--- src/hw/odtc_consts.vh ---
// constants for the termination control block: register map, fields, reset values, latencies
`ifndef ODTC_CONSTS_VH
`define ODTC_CONSTS_VH

// ----------------------------------------------------------------
// register byte offsets
// ----------------------------------------------------------------
`define ODTC_OFS_NOM_MODE 12'h000
`define ODTC_OFS_WR_MODE 12'h004
`define ODTC_OFS_PARK_MODE 12'h008
`define ODTC_OFS_LATENCY 12'h00C
`define ODTC_OFS_CTRL 12'h010
`define ODTC_OFS_STATUS 12'h014

// ----------------------------------------------------------------
// field positions
// ----------------------------------------------------------------
`define ODTC_SEL_MSB 2
`define ODTC_SEL_LSB 0
`define ODTC_LAT_CWL_MSB 5
`define ODTC_LAT_CWL_LSB 0
`define ODTC_LAT_AL_MSB 13
`define ODTC_LAT_AL_LSB 8
`define ODTC_LAT_CL_MSB 21
`define ODTC_LAT_CL_LSB 16
`define ODTC_LAT_PL_MSB 26
`define ODTC_LAT_PL_LSB 24
`define ODTC_CTRL_PRE2_BIT 0
`define ODTC_CTRL_CRC_BIT 1
`define ODTC_CTRL_CHOP_BIT 2

// ----------------------------------------------------------------
// reset values
// ----------------------------------------------------------------
`define ODTC_RST_SEL 3'h0
`define ODTC_RST_CWL 6'h09
`define ODTC_RST_AL 6'h00
`define ODTC_RST_CL 6'h0B
`define ODTC_RST_PL 3'h0
`define ODTC_RST_CTRL 3'h0

// ----------------------------------------------------------------
// latency terms, in clock cycles
// ----------------------------------------------------------------
`define ODTC_PRE1_ADJ 8'h02
`define ODTC_PRE2_ADJ 8'h03
`define ODTC_WR_ON_ADJ 8'h02
`define ODTC_WR_LEN_CHOP 8'h04
`define ODTC_WR_LEN_FULL 8'h06
`define ODTC_RD_HALF_CHOP 8'h02
`define ODTC_RD_HALF_FULL 8'h04
`define ODTC_HIST_MAX 8'h7F

`endif

--- src/hw/odtc_top.v ---
// on-die termination control: state priority, latency timing and apb registers
//
// Behaviour
// RULE_01: termination is enabled when any of the three selection fields is non-zero.
// RULE_02: only four states exist: off, parked, nominal and write termination.
// RULE_03: priority is disabled, then write, then nominal, then parked.
// RULE_04: write termination applies in a window after each write, ignoring pin.
// RULE_05: nominal applies while registered pin is high and its field enabled.
// RULE_06: parked value is the default when enabled and nominal not active.
// RULE_07: with no active source termination stays off.
// RULE_08: every read forces termination off for a window, in every configuration.
// RULE_09: pin receiver is powered down when nominal field is zero.
// RULE_10: self refresh turns all termination off and ignores control.
// RULE_11: read window starts read latency minus two, or minus three with long preamble.
// RULE_12: read window lasts half burst plus two or three, plus one with crc.
// RULE_13: synchronous timing applies while the delay-locked loop is locked.
// RULE_14: nominal follows the pin after the turn-on and turn-off latency.
// RULE_15: pin latency is write, additive and parity latency minus two or three.
// RULE_16: read-off latency is cas, additive and parity latency minus two or three.
// RULE_17: parked returns after read-off latency plus 4 or 6, one more with long preamble.
// RULE_18: controller holds the pin high at least 4/5 or 6/7 cycles.
// RULE_19: write termination starts write latency minus two after a write.
// RULE_20: write termination ends 4 or 6 cycles later, plus crc and preamble adjustments.
// RULE_21: pin is ignored when nominal field is zero and during self refresh.
// RULE_22: resolved state is a registered two-bit select.
// RULE_23: new commands reload timers so overlapping windows extend.
//
// The register offsets and the APB slave port were chosen for this implementation.
`timescale 1ns/10ps
`include "odtc_consts.vh"
module odtc_top (
  input wire pclk,
  input wire presetn,
  input wire psel,
  input wire penable,
  input wire pwrite,
  input wire [11:0] paddr,
  input wire [31:0] pwdata,
  output reg [31:0] prdata,
  output reg pready,
  output reg pslverr,
  input wire cmd_write,
  input wire cmd_read,
  input wire term_pin,
  input wire self_refresh,
  input wire dll_locked,
  output reg [1:0] term_state,
  output reg [2:0] term_value,
  output reg term_enable,
  output reg pin_rx_enable
);

  // ----------------------------------------------------------------
  // state codes
  // ----------------------------------------------------------------
  localparam [1:0] ST_OFF = 2'h0;
  localparam [1:0] ST_PARK = 2'h1;
  localparam [1:0] ST_NOMINAL = 2'h2;
  localparam [1:0] ST_WRITE = 2'h3;

  // ----------------------------------------------------------------
  // configuration registers
  // ----------------------------------------------------------------
  reg [2:0] nominal_term_mode_reg;
  reg [2:0] write_term_mode_reg;
  reg [2:0] parked_term_mode_reg;
  reg [5:0] cas_write_latency_reg;
  reg [5:0] additive_latency_reg;
  reg [5:0] cas_latency_reg;
  reg [2:0] parity_latency_reg;
  reg preamble2_reg;
  reg crc_reg;
  reg burst_chop_four_reg;

  wire nom_en;
  wire wr_en;
  wire park_en;
  assign nom_en = (nominal_term_mode_reg != `ODTC_RST_SEL);
  assign wr_en = (write_term_mode_reg != `ODTC_RST_SEL);
  assign park_en = (parked_term_mode_reg != `ODTC_RST_SEL);

  // ----------------------------------------------------------------
  // latency arithmetic
  // ----------------------------------------------------------------
  wire [7:0] pre_adj;
  wire [7:0] crc_adj;
  wire [7:0] pre2_adj;
  wire [7:0] write_latency;
  wire [7:0] read_latency;
  wire [7:0] pin_turn_on_latency;
  wire [7:0] pin_idx;
  wire [7:0] read_term_off_latency;
  wire [7:0] read_len;
  wire [7:0] write_term_on_latency;
  wire [7:0] write_len;

  assign pre_adj = preamble2_reg ? `ODTC_PRE2_ADJ : `ODTC_PRE1_ADJ;
  assign crc_adj = {7'h00, crc_reg};
  assign pre2_adj = {7'h00, preamble2_reg};
  assign write_latency = {2'h0, cas_write_latency_reg} + {2'h0, additive_latency_reg}
                         + {5'h00, parity_latency_reg};
  assign read_latency = {2'h0, cas_latency_reg} + {2'h0, additive_latency_reg}
                        + {5'h00, parity_latency_reg};
  // short latency settings clamp at zero instead of wrapping round
  assign pin_turn_on_latency = (write_latency > pre_adj) ?
                               write_latency - pre_adj : 8'h00; // [RULE_15]
  // turn-off uses the same figure, so one history tap serves both edges
  assign pin_idx = (pin_turn_on_latency > `ODTC_HIST_MAX) ?
                   `ODTC_HIST_MAX : pin_turn_on_latency; // [RULE_14]
  assign read_term_off_latency = (read_latency > pre_adj) ?
                                 read_latency - pre_adj : 8'h00; // [RULE_16] [RULE_11]
  // half burst plus preamble term plus crc; with fixed chop this lands at off+4/5
  assign read_len = (burst_chop_four_reg ? `ODTC_RD_HALF_CHOP : `ODTC_RD_HALF_FULL)
                    + pre_adj + crc_adj; // [RULE_12] [RULE_17]
  assign write_term_on_latency = (write_latency > `ODTC_WR_ON_ADJ) ?
                                 write_latency - `ODTC_WR_ON_ADJ : 8'h00; // [RULE_19]
  assign write_len = (burst_chop_four_reg ? `ODTC_WR_LEN_CHOP : `ODTC_WR_LEN_FULL)
                     + crc_adj + pre2_adj; // [RULE_20]

  // ----------------------------------------------------------------
  // pin sampling and nominal timing
  // ----------------------------------------------------------------
  wire pin_sync;
  wire pin_live;
  wire nominal_pin;
  reg [127:0] pin_hist_reg;

  odtc_sync2 u_pin_sync (
    .clk(pclk),
    .rst_n(presetn),
    .d(term_pin),
    .q(pin_sync)
  );

  // receiver off means the pin reads low, so a disabled field cannot raise nominal
  assign pin_live = pin_sync & nom_en & ~self_refresh; // [RULE_21] [RULE_09]

  always @(posedge pclk or negedge presetn) begin
    if (!presetn) begin
      pin_hist_reg <= 128'h0;
    end else begin
      pin_hist_reg <= {pin_hist_reg[126:0], pin_live};
    end
  end

  assign nominal_pin = pin_hist_reg[pin_idx[6:0]]; // [RULE_14]

  // ----------------------------------------------------------------
  // write and read windows
  // ----------------------------------------------------------------
  wire write_start;
  wire read_start;
  wire write_active;
  wire read_active;

  // commands are ignored in self refresh; writes only open a window with the field set
  assign write_start = cmd_write & wr_en & ~self_refresh; // [RULE_04]
  assign read_start = cmd_read & ~self_refresh; // [RULE_08]

  odtc_window u_write_window (
    .clk(pclk),
    .rst_n(presetn),
    .start(write_start), // [RULE_23]
    .delay(write_term_on_latency),
    .length(write_len),
    .active(write_active)
  );

  odtc_window u_read_window (
    .clk(pclk),
    .rst_n(presetn),
    .start(read_start), // [RULE_23]
    .delay(read_term_off_latency),
    .length(read_len),
    .active(read_active)
  );

  // ----------------------------------------------------------------
  // priority resolution
  // ----------------------------------------------------------------
  wire odt_mode_on;
  wire sync_mode;
  wire term_disable;
  reg [1:0] state_next;
  reg [2:0] value_next;

  assign odt_mode_on = nom_en | wr_en | park_en; // [RULE_01]
  // only synchronous timing is built; an unlocked loop leaves termination off
  assign sync_mode = dll_locked; // [RULE_13]
  assign term_disable = self_refresh | ~sync_mode | ~odt_mode_on | read_active; // [RULE_10] [RULE_08]

  always @* begin
    state_next = ST_OFF;
    if (term_disable) begin
      state_next = ST_OFF; // [RULE_03]
    end else if (write_active) begin
      state_next = ST_WRITE; // [RULE_04]
    end else if (nominal_pin & nom_en) begin
      state_next = ST_NOMINAL; // [RULE_05]
    end else if (park_en) begin
      state_next = ST_PARK; // [RULE_06]
    end else begin
      state_next = ST_OFF; // [RULE_07]
    end
  end

  always @* begin
    case (state_next) // [RULE_02]
      ST_OFF: begin
        value_next = 3'h0;
      end
      ST_PARK: begin
        value_next = parked_term_mode_reg; // [RULE_01]
      end
      ST_NOMINAL: begin
        value_next = nominal_term_mode_reg;
      end
      ST_WRITE: begin
        value_next = write_term_mode_reg;
      end
      default: begin
        value_next = 3'h0;
      end
    endcase
  end

  always @(posedge pclk or negedge presetn) begin
    if (!presetn) begin
      term_state <= ST_OFF;
      term_value <= 3'h0;
      term_enable <= 1'b0;
      pin_rx_enable <= 1'b0;
    end else begin
      term_state <= state_next; // [RULE_22]
      term_value <= value_next;
      term_enable <= (state_next != ST_OFF);
      pin_rx_enable <= nom_en & ~self_refresh; // [RULE_09] [RULE_21]
    end
  end

  // ----------------------------------------------------------------
  // apb slave
  // ----------------------------------------------------------------
  wire acc_phase;
  wire wr_fire;
  reg addr_hit;
  reg [31:0] rd_mux;

  // one wait state: pready rises on the second access cycle, from a flop
  assign acc_phase = psel & penable & ~pready;
  assign wr_fire = psel & penable & pready & pwrite & addr_hit;

  always @* begin
    addr_hit = 1'b1;
    rd_mux = 32'h0;
    case (paddr)
      `ODTC_OFS_NOM_MODE: begin
        rd_mux = {29'h0, nominal_term_mode_reg};
      end
      `ODTC_OFS_WR_MODE: begin
        rd_mux = {29'h0, write_term_mode_reg};
      end
      `ODTC_OFS_PARK_MODE: begin
        rd_mux = {29'h0, parked_term_mode_reg};
      end
      `ODTC_OFS_LATENCY: begin
        rd_mux = {5'h00, parity_latency_reg, 2'h0, cas_latency_reg, 2'h0,
                  additive_latency_reg, 2'h0, cas_write_latency_reg};
      end
      `ODTC_OFS_CTRL: begin
        rd_mux = {29'h0, burst_chop_four_reg, crc_reg, preamble2_reg};
      end
      `ODTC_OFS_STATUS: begin
        rd_mux = {23'h0, read_active, write_active, pin_rx_enable, term_enable,
                  term_value, term_state};
      end
      default: begin
        addr_hit = 1'b0;
      end
    endcase
  end

  always @(posedge pclk or negedge presetn) begin
    if (!presetn) begin
      pready <= 1'b0;
      pslverr <= 1'b0;
      prdata <= 32'h0;
    end else begin
      pready <= acc_phase;
      pslverr <= acc_phase & ~addr_hit;
      prdata <= (acc_phase & ~pwrite) ? rd_mux : 32'h0;
    end
  end

  always @(posedge pclk or negedge presetn) begin
    if (!presetn) begin
      nominal_term_mode_reg <= `ODTC_RST_SEL;
      write_term_mode_reg <= `ODTC_RST_SEL;
      parked_term_mode_reg <= `ODTC_RST_SEL;
      cas_write_latency_reg <= `ODTC_RST_CWL;
      additive_latency_reg <= `ODTC_RST_AL;
      cas_latency_reg <= `ODTC_RST_CL;
      parity_latency_reg <= `ODTC_RST_PL;
      preamble2_reg <= 1'b0;
      crc_reg <= 1'b0;
      burst_chop_four_reg <= 1'b0;
    end else if (wr_fire) begin
      // status is read-only; a write to it is accepted and dropped
      case (paddr)
        `ODTC_OFS_NOM_MODE: begin
          nominal_term_mode_reg <= pwdata[`ODTC_SEL_MSB:`ODTC_SEL_LSB];
        end
        `ODTC_OFS_WR_MODE: begin
          write_term_mode_reg <= pwdata[`ODTC_SEL_MSB:`ODTC_SEL_LSB];
        end
        `ODTC_OFS_PARK_MODE: begin
          parked_term_mode_reg <= pwdata[`ODTC_SEL_MSB:`ODTC_SEL_LSB];
        end
        `ODTC_OFS_LATENCY: begin
          cas_write_latency_reg <= pwdata[`ODTC_LAT_CWL_MSB:`ODTC_LAT_CWL_LSB];
          additive_latency_reg <= pwdata[`ODTC_LAT_AL_MSB:`ODTC_LAT_AL_LSB];
          cas_latency_reg <= pwdata[`ODTC_LAT_CL_MSB:`ODTC_LAT_CL_LSB];
          parity_latency_reg <= pwdata[`ODTC_LAT_PL_MSB:`ODTC_LAT_PL_LSB];
        end
        `ODTC_OFS_CTRL: begin
          preamble2_reg <= pwdata[`ODTC_CTRL_PRE2_BIT];
          crc_reg <= pwdata[`ODTC_CTRL_CRC_BIT];
          burst_chop_four_reg <= pwdata[`ODTC_CTRL_CHOP_BIT];
        end
        default: begin
          nominal_term_mode_reg <= nominal_term_mode_reg;
        end
      endcase
    end
  end

endmodule // odtc_top

--- src/hw/odtc_sync2.v ---
// two-flop synchroniser for one level
`timescale 1ns/10ps
module odtc_sync2 (
  input wire clk,
  input wire rst_n,
  input wire d,
  output wire q
);
  reg meta_reg;
  reg out_reg;
  always @(posedge clk or negedge rst_n) begin
    if (!rst_n) begin
      meta_reg <= 1'b0;
      out_reg <= 1'b0;
    end else begin
      meta_reg <= d;
      out_reg <= meta_reg;
    end
  end
  assign q = out_reg;
endmodule // odtc_sync2

--- src/hw/odtc_window.v ---
// delayed window timer: opens delay cycles after start, stays open for length cycles
`timescale 1ns/10ps
module odtc_window (
  input wire clk,
  input wire rst_n,
  input wire start,
  input wire [7:0] delay,
  input wire [7:0] length,
  output wire active
);
  reg [255:0] sched_reg;
  wire [255:0] run_mask;
  wire [255:0] new_mask;
  assign run_mask = ~({256{1'b1}} << length);
  assign new_mask = start ? (run_mask << delay) : 256'h0;
  // one bit per future cycle: overlapping commands merge into one longer window,
  // while commands further apart keep their own gap; delay plus length stays below 256
  always @(posedge clk or negedge rst_n) begin
    if (!rst_n) begin
      sched_reg <= 256'h0;
    end else begin
      sched_reg <= {1'b0, sched_reg[255:1]} | new_mask;
    end
  end
  assign active = sched_reg[0];
endmodule // odtc_window

--- config.mk ---
export PLATFORM = sky130hd
export DESIGN_NAME = odtc_top
export DESIGN_NICKNAME = d
export VERILOG_FILES = /design/src/hw/odtc_top.v /design/src/hw/odtc_sync2.v /design/src/hw/odtc_window.v
export VERILOG_INCLUDE_DIRS = /design/src /design/src/hw
export SDC_FILE = /design/constraint.sdc
export NUM_CORES = 1
export LEC_CHECK = 0
export BUFFER_PORTS_ARGS = -buffer_cell sky130_fd_sc_hd__buf_2
export CAP_MARGIN = 25
export CORE_ASPECT_RATIO = 0.6
export CORE_MARGIN = 2
export CORE_UTILIZATION = 47
export CTS_CLUSTER_SIZE = 14
export DETAILED_ROUTE_END_ITERATION = 16
export GPL_TIMING_DRIVEN = 0
export PLACE_DENSITY = 0.69
export SLEW_MARGIN = 30
export SYNTH_ARGS = -nofsm -noshare
export SYNTH_HDL_FRONTEND = slang
export SYNTH_SLANG_ARGS = --single-unit
export TNS_END_PERCENT = 100
--- constraint.sdc ---
create_clock -name pclk -period 4.84 [get_ports pclk]
set_input_delay 0.968 -clock pclk [delete_from_list [all_inputs] [get_ports pclk]]
set_output_delay 0.968 -clock pclk [all_outputs]
set_load 0.01 [all_outputs]
Yosys cells after proc, flatten, opt, wreduce, memory -nomap -nowiden
Cells that the tools add are included.
{"block": "op_classes", "n_addsub": 11, "order_cmp": 5, "eq_ne": 8, "shift": 4, "mux": 19, "bitwise": 29, "n_reduce_logical": 12}
{"op": "256-bit two-way mux", "count": 2}
{"op": "256-bit NOT", "count": 2}
{"op": "255-bit by 256-bit bitwise OR with 256-bit output", "count": 2}
{"op": "256-bit by 5-bit left shift with 256-bit output, first input constant", "count": 2}
{"op": "256-bit by 8-bit left shift with 256-bit output", "count": 2}
{"op": "27-bit one-hot mux with 6 select lines", "count": 1}
{"op": "32-bit two-way mux", "count": 1}
{"op": "12-bit by 4-bit equality test with 1-bit output, second input constant", "count": 2}
{"op": "12-bit by 5-bit equality test with 1-bit output, second input constant", "count": 2}
{"op": "8-bit two-way mux", "count": 3}
{"op": "7-bit by 3-bit adder with 8-bit output", "count": 2}
{"op": "8-bit by 2-bit > comparator with 1-bit output", "count": 2}
{"op": "8-bit by 2-bit subtractor with 8-bit output", "count": 2}
{"op": "6-bit by 6-bit adder with 7-bit output", "count": 2}
{"op": "1-bit AND", "count": 14}
{"op": "12-bit by 3-bit equality test with 1-bit output, second input constant", "count": 1}
{"op": "12-bit logical NOT", "count": 1}
{"op": "3-bit one-hot mux with 4 select lines", "count": 1}
{"op": "4-bit by 1-bit adder with 5-bit output", "count": 2}
{"op": "2-bit AND reduction", "count": 5}
{"op": "3-bit nonzero test", "count": 3}
{"op": "8-bit by 2-bit > comparator with 1-bit output, second input constant", "count": 1}
{"op": "8-bit by 7-bit > comparator with 1-bit output, second input constant", "count": 1}
{"op": "7-bit by 8-bit less-than comparator with 1-bit output, second input constant", "count": 1}
{"op": "other kinds (15)", "count": 31}
{"block": "word_totals", "regBits": 716, "input_bits": 54, "out_inout_bits": 41, "wordCells": 110}

Longest topological paths before layout
Gate-level depths: netlist (run 1).
{"block": "logic_depth", "depth_word": 14, "ltp_mapped": 22, "mapped_depth_nobuf": 19}

Modules after synthesis
From an unflattened synthesis (run 1), not the netlist that was laid out.
{"block": "hier_totals", "hier_cells": 9495, "hier_area_um2": 73648.1}
{"mod": "odtc_window", "instances": 2, "cells_each": 4371, "area_each_um2": 32379.8, "seq_area_each_um2": 6406.1}
{"mod": "odtc_top", "instances": 1, "cells_each": 751, "area_each_um2": 8838.5, "seq_area_each_um2": 4835.9}
{"mod": "odtc_sync2", "instances": 1, "cells_each": 2, "area_each_um2": 50.0, "seq_area_each_um2": 50.0}

Worst setup path after synthesis (run 1)
No wires, ideal clock.
{"block": "synth_timing", "kind": "reg2reg", "startpoint": "register additive_latency_reg[1]", "endpoint": "register term_value[0]", "setup_ns": 0.123, "t_arrival_ns": 4.577, "required_ns": 4.717, "slack_ns": 0.140, "path_stages_with_launch": 20, "period_less_slack_ns": 4.700, "path_cell_list": "dfrtp_1 -> inv_1 -> fa_1 -> inv_1 -> ha_1 -> inv_1 -> fa_1 -> ha_1 -> nand2b_1 -> and4_1 -> o21ai_1 -> nand2_1 -> a21oi_1 -> o32ai_1 -> o22a_1 -> a211o_1 -> a222oi_1 -> a211oi_2 -> o41a_1 -> o221a_1"}
{"block": "synth_between", "elab_chain_cells": 14, "elab_cells_between_ends": 18, "cone_classes": "3 x add/sub; 2 x order compare; 3 x eq/ne; 8 x mux; 1 x bitwise; 1 x reduce/logical"}
{"item": "start: declaration", "line_no": "odtc_top.v:68", "text": "reg [5:0] additive_latency_reg;"}
{"item": "start signal: assignment", "line_no": "odtc_top.v:301", "text": "additive_latency_reg <= `ODTC_RST_AL;"}
{"item": "start signal: assignment", "line_no": "odtc_top.v:321", "text": "additive_latency_reg <= pwdata[`ODTC_LAT_AL_MSB:`ODTC_LAT_AL_LSB];"}
{"item": "6-bit by 6-bit adder with 7-bit output *", "line_no": "odtc_top.v:100", "text": "assign write_latency = {2'h0, cas_write_latency_reg} + {2'h0, additive_latency_reg}"}
{"item": "7-bit by 3-bit adder with 8-bit output *", "line_no": "odtc_top.v:101", "text": "+ {5'h00, parity_latency_reg};"}
{"item": "8-bit by 2-bit subtractor with 8-bit output or 8-bit by 2-bit > comparator with 1-bit output (tied branches)", "line_no": "odtc_top.v:106, odtc_top.v:105"}
{"item": "8-bit two-way mux *", "line_no": "odtc_top.v:105", "text": "assign pin_turn_on_latency = (write_latency > pre_adj) ?"}
{"item": "8-bit by 7-bit > comparator with 1-bit output (no source line)"}
{"item": "7-bit two-way mux *", "line_no": "odtc_top.v:108", "text": "assign pin_idx = (pin_turn_on_latency > `ODTC_HIST_MAX) ?"}
{"item": "1-bit binary-select mux with 7-bit select *", "line_no": "odtc_top.v:146", "text": "assign nominal_pin = pin_hist_reg[pin_idx[6:0]];"}
{"item": "1-bit two-way mux (not written as such) *", "line_no": "odtc_top.v:146"}
{"item": "1-bit AND *", "line_no": "odtc_top.v:198", "text": "end else if (nominal_pin & nom_en) begin"}
{"item": "2-bit two-way mux *", "line_no": "odtc_top.v:198"}
{"item": "2-bit two-way mux *", "line_no": "odtc_top.v:196", "text": "end else if (write_active) begin"}
{"item": "2-bit two-way mux *", "line_no": "odtc_top.v:194", "text": "if (term_disable) begin"}
{"item": "2-bit equality test (tied with other cells)", "line_no": "odtc_top.v:208", "text": "case (state_next)"}
{"item": "3-bit one-hot mux with 4 select lines *", "line_no": "odtc_top.v:208"}
{"item": "named net value_next[0]", "line_no": "odtc_top.v:185", "text": "reg [2:0] value_next;"}
{"item": "end signal: assignment", "line_no": "odtc_top.v:235", "text": "term_value <= value_next;"}
{"item": "end: declaration", "line_no": "odtc_top.v:48", "text": "output reg [2:0] term_value,"}
The timed path passes the listed nets; every way through them passes the cells marked *. The select of a mux whose other input is x is not followed.
A chain may end at the register's enable or synchronous reset.

Worst setup path in the final report (run 1)
{"block": "layout_timing", "startpoint": "register additive_latency_reg[1]", "endpoint": "register term_value[1]"}
The elaborated chain is that of the path after synthesis.

==> run_results.csv, run 1 <==
group,metric,value,unit
final_layout,nNetsFinal,2960,
power_and_ir_drop,power_density,300.8,nW/um^2
routing,wl_per_cell,26.19,um
routing,num_vias,23600,
global_route,grt_use_total,29.67,%
synthesis,ys_seq_area_share,60.00,%
clock_network,cts_buffers,67,
worst_setup_path,critical_path_class,"reg -> reg",
routing,ant_nets,0,
floorplan,die_h,198.0,um
clock_network,cts_hold_buf,0,
synthesis,synth_cell_type_count,103,
place,gp_congestion,0.9967,
worst_setup_path,cp.arrival,5.70,ns
clock_network,clkTransAtPathRegs,0.06,ns
synthesis,synth-edff-count,0,
place,port_buffers,72,
worst_setup_path,path_cells,"inv_2 > fa_1 > inv_2 > ha_4 > inv_2 > fa_2 > buf_6 > and2_4 > nand4_1 > buf_6 > buf_4 > o21ai_4 > nand4_1 > o2111ai_1 > o211ai_1 > a311oi_4 > a211oi_4 > o41a_1 > o221a_1",
worst_setup_path,cp_common_cell,"inv_2",
worst_setup_path,crit_path_start_kind,"register",
power_and_ir_drop,cellLeakagePower,18.66,nW
routing,drt_iter0_markers,3043,
power_and_ir_drop,report.power.total,11.44,mW
worst_setup_path,required,5.34,ns
routing,finalWirelength,98430,um
clock_network,cts.sinks,707,
synthesis,synth_top_area_cell,"dfrtp_1",
clock_network,cts_root_buf,"clkbuf_16",
floorplan,start_util,47.30,%
floorplan,die_x,327.4,um
timing,fin_skew,0.02223,ns
floorplan,io_pins,95,
routing,dr.pass1.iters,8,
timing,fin_crit_sh,107.4,%
hold_path,hold_path.class,"in -> async",
flow_run,maxCapViolations,0,
worst_setup_path,cp-end-kind,"register",
clock_network,clock_path_buffers,3,
place,hpwl,68250,um
timing,tightest_slew,1.045,ns
power_and_ir_drop,ir_drop,0.2514,mV
global_route,grt_pass1_vias,22070,
synthesis,netlist_area,29500,um^2
timing,max_freq,192.4,MHz
routing,route.detailed.drc,0,
routing,avgViaCountPerCell,6.280,
timing,setup_violations,24,
synthesis,async_flop_share,100.0,%
final_layout,area_growth,28.96,%
timing,drv_slew,0,
synthesis,synth_top_area_share,59.56,%
clock_network,htree_num_levels,3,
final_layout,drive_gt1_share,30.60,%
synthesis,synth_most_common_cell,"dfrtp_1",
synthesis,yosysWarnings,0,
worst_setup_path,max_stage_delay,0.61,ns
timing,hold_violations,0,
final_layout,stdcell_area,38040,um^2
global_route,grt_overflow,0,
global_route,grt_pass1_wl,143700,um
worst_setup_path,critPathLaunch,"additive_latency_reg[1]",
timing,max-slew-margin-rel,29.81,%
floorplan,core_area,62360,um^2
clock_network,clk_latency,0.65,ns
timing,setup_tns,-2.472,ns
synthesis,synth.avg_cell_area,11.70,um^2
final_layout,final_core_util,60.99,%
floorplan,dieArea,64840,um^2
global_route,antenna_found_initial,3,
place,placed_area,31220,um^2
synthesis,synth_area_leaders,"dfrtp_1 60%, a21o_1 5.9%, o21bai_1 4.5%",
timing,fin_crit,5.199,ns
clock_network,cts_tree,"done",
status,status,"finished with violations",
worst_setup_path,worstReg2RegStart,"additive_latency_reg[1]",
timing,setup_slack,-0.3586,ns
status,violations,"setup timing",
synthesis,synth_cells,2521,
worst_setup_path,cpMaxStageDelayCell,"fa_2",
worst_setup_path,cp_max_fo,7,
timing,rsz0062_at_grt,"true",
synthesis,ys_ff_latch,707,
synthesis,synthFlopType,"dfrtp_1",
global_route,grt_max_degree,99,
floorplan,rows,71,
synthesis,synth_commonest_cells,"702 x dfrtp_1, 233 x a21o_1, 177 x nor2_1, 176 x o21bai_1, 154 x nand2_1",
through the flow:
step | setup WS (ns) | hold WS [ns] | cells
CTS | -0.2440 | 0.2024 | 3623
floorplan | 0.1402 | 0.3312 | 2531
detailed placement | -1.772 | 0.3358 | 3451
finish | -0.3586 | 0.2245 | 3758
global route | -0.4859 | 0.2228 | 3754
global placement | -11.10 | 0.3356 | 3442
worst paths after layout:
check / slack, ns / to / depth (start not counted)
worst min-delay path: 0.22 / u_read_window.sched_reg[65] / 1
worst max-delay path: -0.36 / term_value[1] / 19
worst min register to register: 0.35 / u_pin_sync.q / 0
max in group asynchronous: 2.99 / cas_latency_reg[1] / 4
min in group pclk: 0.35 / u_pin_sync.q / 0
worst max register to register: -0.36 / term_value[1] / 19
layout by cell type, fill, tap and decap left out, types with 14 or more instances in the layout:
cell | netlist | layout
a22oi_2 | 1 | 14
a22oi_1 | 29 | 16
o21ai_0 | 97 | 71
a21o_1 | 233 | 229
ha_1 | 26 | 23
nor3_1 | 40 | 30
clkbuf_1 | 115 | 82
nand2_1 | 154 | 121
inv_1 | 39 | 34
nand2_2 | 1 | 25
nor2_4 | 0 | 24
a21oi_4 | 0 | 20
o21ai_4 | 0 | 21
a221o_1 | 34 | 34
mux2_2 | 39 | 34
nand3_1 | 34 | 27
o22ai_4 | 0 | 21
and3_1 | 29 | 27
mux2i_1 | 34 | 19
nor2_2 | 2 | 33
a21oi_1 | 97 | 68
nor2_1 | 177 | 122
buf_12 | 0 | 23
buf_2 | 22 | 80
clkbuf_2 | 0 | 25
o22ai_1 | 51 | 24
o21bai_1 | 176 | 172
a31o_2 | 15 | 14
clkbuf_16 | 0 | 71
a31oi_1 | 23 | 16
buf_6 | 3 | 33
dfrtp_1 | 702 | 701
o21ai_2 | 4 | 18
buf_4 | 16 | 174
power by group:
part           internal (mW)  total [mW]  switching [mW]
Sequential              5.98        6.01          0.0330
Clock                   2.81        5.13            2.33
Combinational         0.0934       0.295           0.202
Total                   8.88        11.4            2.56
critical path: cells and delay by family, from the launching register on:
kind / cells / cell delay (ns)
buf+inv: 6 / 0.76
simple gates: 3 / 0.61
fa+ha+maj: 3 / 1.23
compound gates: 7 / 2.05
flops: 1 / 0.40
metal layers:
layer / share of wire [%] / global-route usage, % / wire [um]
met3: 13 / 10.90 / 12720
met4: 1.8 / 6.082 / 1724
met2: 38 / 36.68 / 37830
met5: 0.080 / 0 / 79
met1: 47 / 48.17 / 46080
timing repair:
action                                  4_1_cts  5_1_grt
resized for setup                           393      312
buffers inserted                             64      130
pin swaps                                    52      131
hold endpoints to repair                      0        0
gates cloned                                  0        5
endpoints found under the setup margin      478      470
layout make-up:
type,count,area (um^2)
repair buffers,278,2422
flip-flops and latches,707,17700
well taps,839,1050
clock buffers,97,1931
clock inverters,15,171.4
diodes,4,10.01
multi-input cells,1627,13610
inverters,40,155.1
plain buffers,151,993.5
fillers,4871,24320
logic make-up (layout without fill, tap and decap cells):
logic type               count (synthesis)  count (layout)  share of synthesized area (%)
AND/OR/NAND/NOR                        525             525                          8.259
adder cells (fa/ha/maj)                 35              35                          1.680
XOR/XNOR                                26              26                         0.8230
AO/OA/AOI/OAI                          956             956                          23.65
multiplexers                            74              74                          2.689
other                                    1              15                        0.01271
flip-flops                             707             707                          60.00
buffers and inverters                  197             581                          2.880
Power figures use the tool's default switching activity.
==> run 2, diff against run 1 <==
- ABC_AREA: not set -> 1
- CORE_MARGIN: 2 -> 5
==> run 2 against run 1 <==
  * The flow now finishes without violations
  * Total power increased by 2.2%
  * Sequential share of layout area increased by 4.4 points
  * Register-to-register slack improved by 0.51 ns
  * Non-clock buffer count decreased by 123
  * Sequential power about the same
  * Clock-buffer cell count increased by 4
  * Critical path type unchanged
  * Largest power group unchanged
==> run_results.csv, run 2 <==
group,metric,value,unit
status,status,"complete, no violations",
worst_setup_path,cp-end-kind,"register",
final_layout,mostFrequentLayoutCell,"dfrtp_1",
routing,drt_iter0_markers,2432,
timing,drv_slew,0,
global_route,grt_pass1_wl,130400,um
final_layout,final_cells,4138,
routing,ant_nets,0,
place,hpwl,60810,um
routing,dr.pass1.iters,5,
place,gp_congestion,1.003,
final_layout,drive_gt1_share,13.43,%
synthesis,synth.avg_cell_area,9.784,um^2
floorplan,dieArea,69310,um^2
synthesis,yosysWarnings,0,
worst_setup_path,required,5.34,ns
final_layout,register_area,17700,um^2
synthesis,async_flop_share,100.0,%
synthesis,synthFlopType,"dfrtp_1",
synthesis,synth_top_area_share,58.41,%
synthesis,synth_most_common_cell,"dfrtp_1",
synthesis,synth_area_leaders,"dfrtp_1 58%, o21bai_1 9.3%, nand2_1 7.5%",
final_layout,area_growth,15.43,%
power_and_ir_drop,ir_drop,0.2192,mV
floorplan,start_util,47.75,%
timing,max-slew-margin-rel,46.68,%
timing,fin_crit_sh,96.95,%
clock_network,clk_latency,0.62,ns
floorplan,rows,71,
power_and_ir_drop,power_density,336.8,nW/um^2
synthesis,ys_ff_latch,707,
final_layout,nNetsFinal,3337,
clock_network,cts_buffers,68,
synthesis,synth_cells,3074,
global_route,grt_overflow,0,
hold_path,hold_path.class,"in -> async",
global_route,grt_pass1_vias,21760,
synthesis,netlist_area,30080,um^2
worst_setup_path,r2r_setup_slack,0.15,ns
synthesis,synth_top_area_cell,"dfrtp_1",
worst_setup_path,crit_path_start_kind,"register",
worst_setup_path,critical_path_class,"reg -> reg",
place,port_buffers,74,
power_and_ir_drop,cellLeakagePower,16.55,nW
global_route,grt_max_degree,90,
routing,route.detailed.drc,0,
synthesis,synth_cell_type_count,54,
global_route,grt_use_total,24.40,%
timing,setup_violations,0,
clock_network,clkTransAtPathRegs,0.06,ns
synthesis,synth-edff-count,0,
routing,num_vias,22940,
final_layout,layout_common_cells,"702 x dfrtp_1, 591 x nand2_1, 366 x o21bai_1, 254 x nand3_1, 212 x inv_1",
floorplan,io_pins,95,
routing,finalWirelength,83930,um
clock_network,cts_tree,"done",
timing,setup_tns,0,ns
worst_setup_path,critPathLaunch,"additive_latency_reg[1]",
clock_network,cts.sinks,707,
synthesis,ys_seq_area_share,58.85,%
final_layout,multi_input_area,11130,um^2
flow_run,maxCapViolations,0,
timing,tightest_slew,0.7998,ns
worst_setup_path,worst-r2r-cell-count,17,
worst_setup_path,regToRegEndpoint,"u_read_window.sched_reg[197]",
floorplan,die_x,336.6,um
worst_setup_path,worstReg2RegStart,"additive_latency_reg[1]",
worst_setup_path,cp.arrival,5.19,ns
synthesis,synth_commonest_cells,"702 x dfrtp_1, 604 x nand2_1, 371 x o21bai_1, 257 x nand3_1, 215 x inv_1",
clock_network,htree_num_levels,3,
clock_network,cts_root_buf,"clkbuf_16",
timing,rsz0062_at_grt,"true",
timing,fin_crit,4.692,ns
timing,max_freq,213.1,MHz
worst_setup_path,cp_max_fo,10,
routing,avgViaCountPerCell,5.545,
place,placed_cells_incl_taps,4005,
timing,hold_violations,0,
routing,wl_per_cell,20.28,um
global_route,antenna_found_initial,2,
final_layout,fillers,5539,
worst_setup_path,cp-endpoint,"u_read_window.sched_reg[197]",
floorplan,core_area,62980,um^2
timing,fin_skew,0.02502,ns
floorplan,die_h,205.9,um
clock_network,clock_path_buffers,3,
==> run 2: cell count changes in the layout (fill, tap and decap cells not counted), moves of 69 or more <==
cell	previous run	this run
buf_4	174	30
o21bai_1	172	366
nand3_1	27	254
nor2_1	122	191
a21o_1	229	31
nand2_1	121	591
inv_1	34	212
==> run 2: cell families (layout without fill, tap and decap cells) <==
group | count (synthesis) | in the layout | synth area share, %
flip-flops | 707 | 707 | 58.85
AND/OR/NAND/NOR | 1201 | 1201 | 17.32
adder cells (fa/ha/maj) | 34 | 34 | 1.614
buffers and inverters | 435 | 649 | 5.891
AO/OA/AOI/OAI | 656 | 656 | 14.97
multiplexers | 20 | 20 | 0.7405
XOR/XNOR | 20 | 20 | 0.6074
other | 1 | 12 | 0.01247
==> run 2: how the worst min path moves through the flow <==
stage | start | to | slack (ns) | cells after the start
2_1_floorplan | u_pin_sync.meta_reg | u_pin_sync.q | 0.33 | 0
3_3_place_gp | u_pin_sync.meta_reg | u_pin_sync.q | 0.33 | 0
3_5_place_dp | u_pin_sync.meta_reg | u_pin_sync.q | 0.34 | 0
4_1_cts | presetn | u_write_window.sched_reg[156] | 0.33 | 1
5_1_grt | presetn | u_write_window.sched_reg[85] | 0.34 | 1
6_report | presetn | u_write_window.sched_reg[85] | 0.33 | 1
==> run 2: per-layer routing <==
layer  vias to the layer above  track usage [%]  share of wire, %
met5                         -                0             0.015
met2                      1039            30.04                37
li1                      10470                -                 -
met1                     11320            39.81                50
met4                         2            4.746               1.5
met3                       108            9.504                12
==> run 2: critical path: stages, from the launching register on <==
cell      delay, ns
dfrtp_1        0.41
fa_1           0.58
ha_1           0.17
inv_1          0.05
fa_1           0.43
o31ai_2        0.33
xor2_1         0.22
inv_1          0.09
nor2_1         0.11
nand2_1        0.08
xor2_1         0.22
nor2_4         0.34
inv_1          0.18
nor2_2         0.31
inv_1          0.14
clkbuf_2       0.28
buf_2          0.30
o21bai_2       0.33
==> run 2: where the power goes <==
part | switching (mW) | internal [mW]
combinational | 0.184 | 0.0823
sequential | 0.0211 | 5.99
clock | 2.31 | 3.11
==> run 2: final cells by class <==
class / instances / area share (%)
Tap cell: 839 / 3.024
Inverter: 224 / 2.465
Sequential cell: 707 / 50.98
Multi-Input combinational cell: 1942 / 32.07
Timing Repair Buffer: 98 / 2.112
Clock buffer: 101 / 5.785
Clock inverter: 18 / 0.7100
Buffer: 208 / 2.847
Antenna cell: 1 / 0.007208
==> run 2: timing repair <==
item | CTS | global route
hold buffers | 0 | 0
setup buffers | 2 | 14
resized for setup | 44 | 182
pin swaps | 1 | 21
setup endpoints to repair | 267 | 431
==> run 2: stage by stage <==
step / util, % / power (mW) / worst slack, ns / hold WS [ns] / cell area (um^2)
2_1_floorplan: - / 6.194 / 0.7814 / 0.3312 / 30110
3_3_place_gp: 50.06 / 6.369 / -11.86 / 0.3334 / 31530
3_5_place_dp: 50.45 / 6.391 / -0.4507 / 0.3411 / 31780
4_1_cts: 54.21 / 11.80 / 0.007915 / 0.3257 / 34150
5_1_grt: 55.11 / 12.09 / -0.07616 / 0.3448 / 34710
6_report: 55.12 / 11.69 / 0.1477 / 0.3254 / 34720
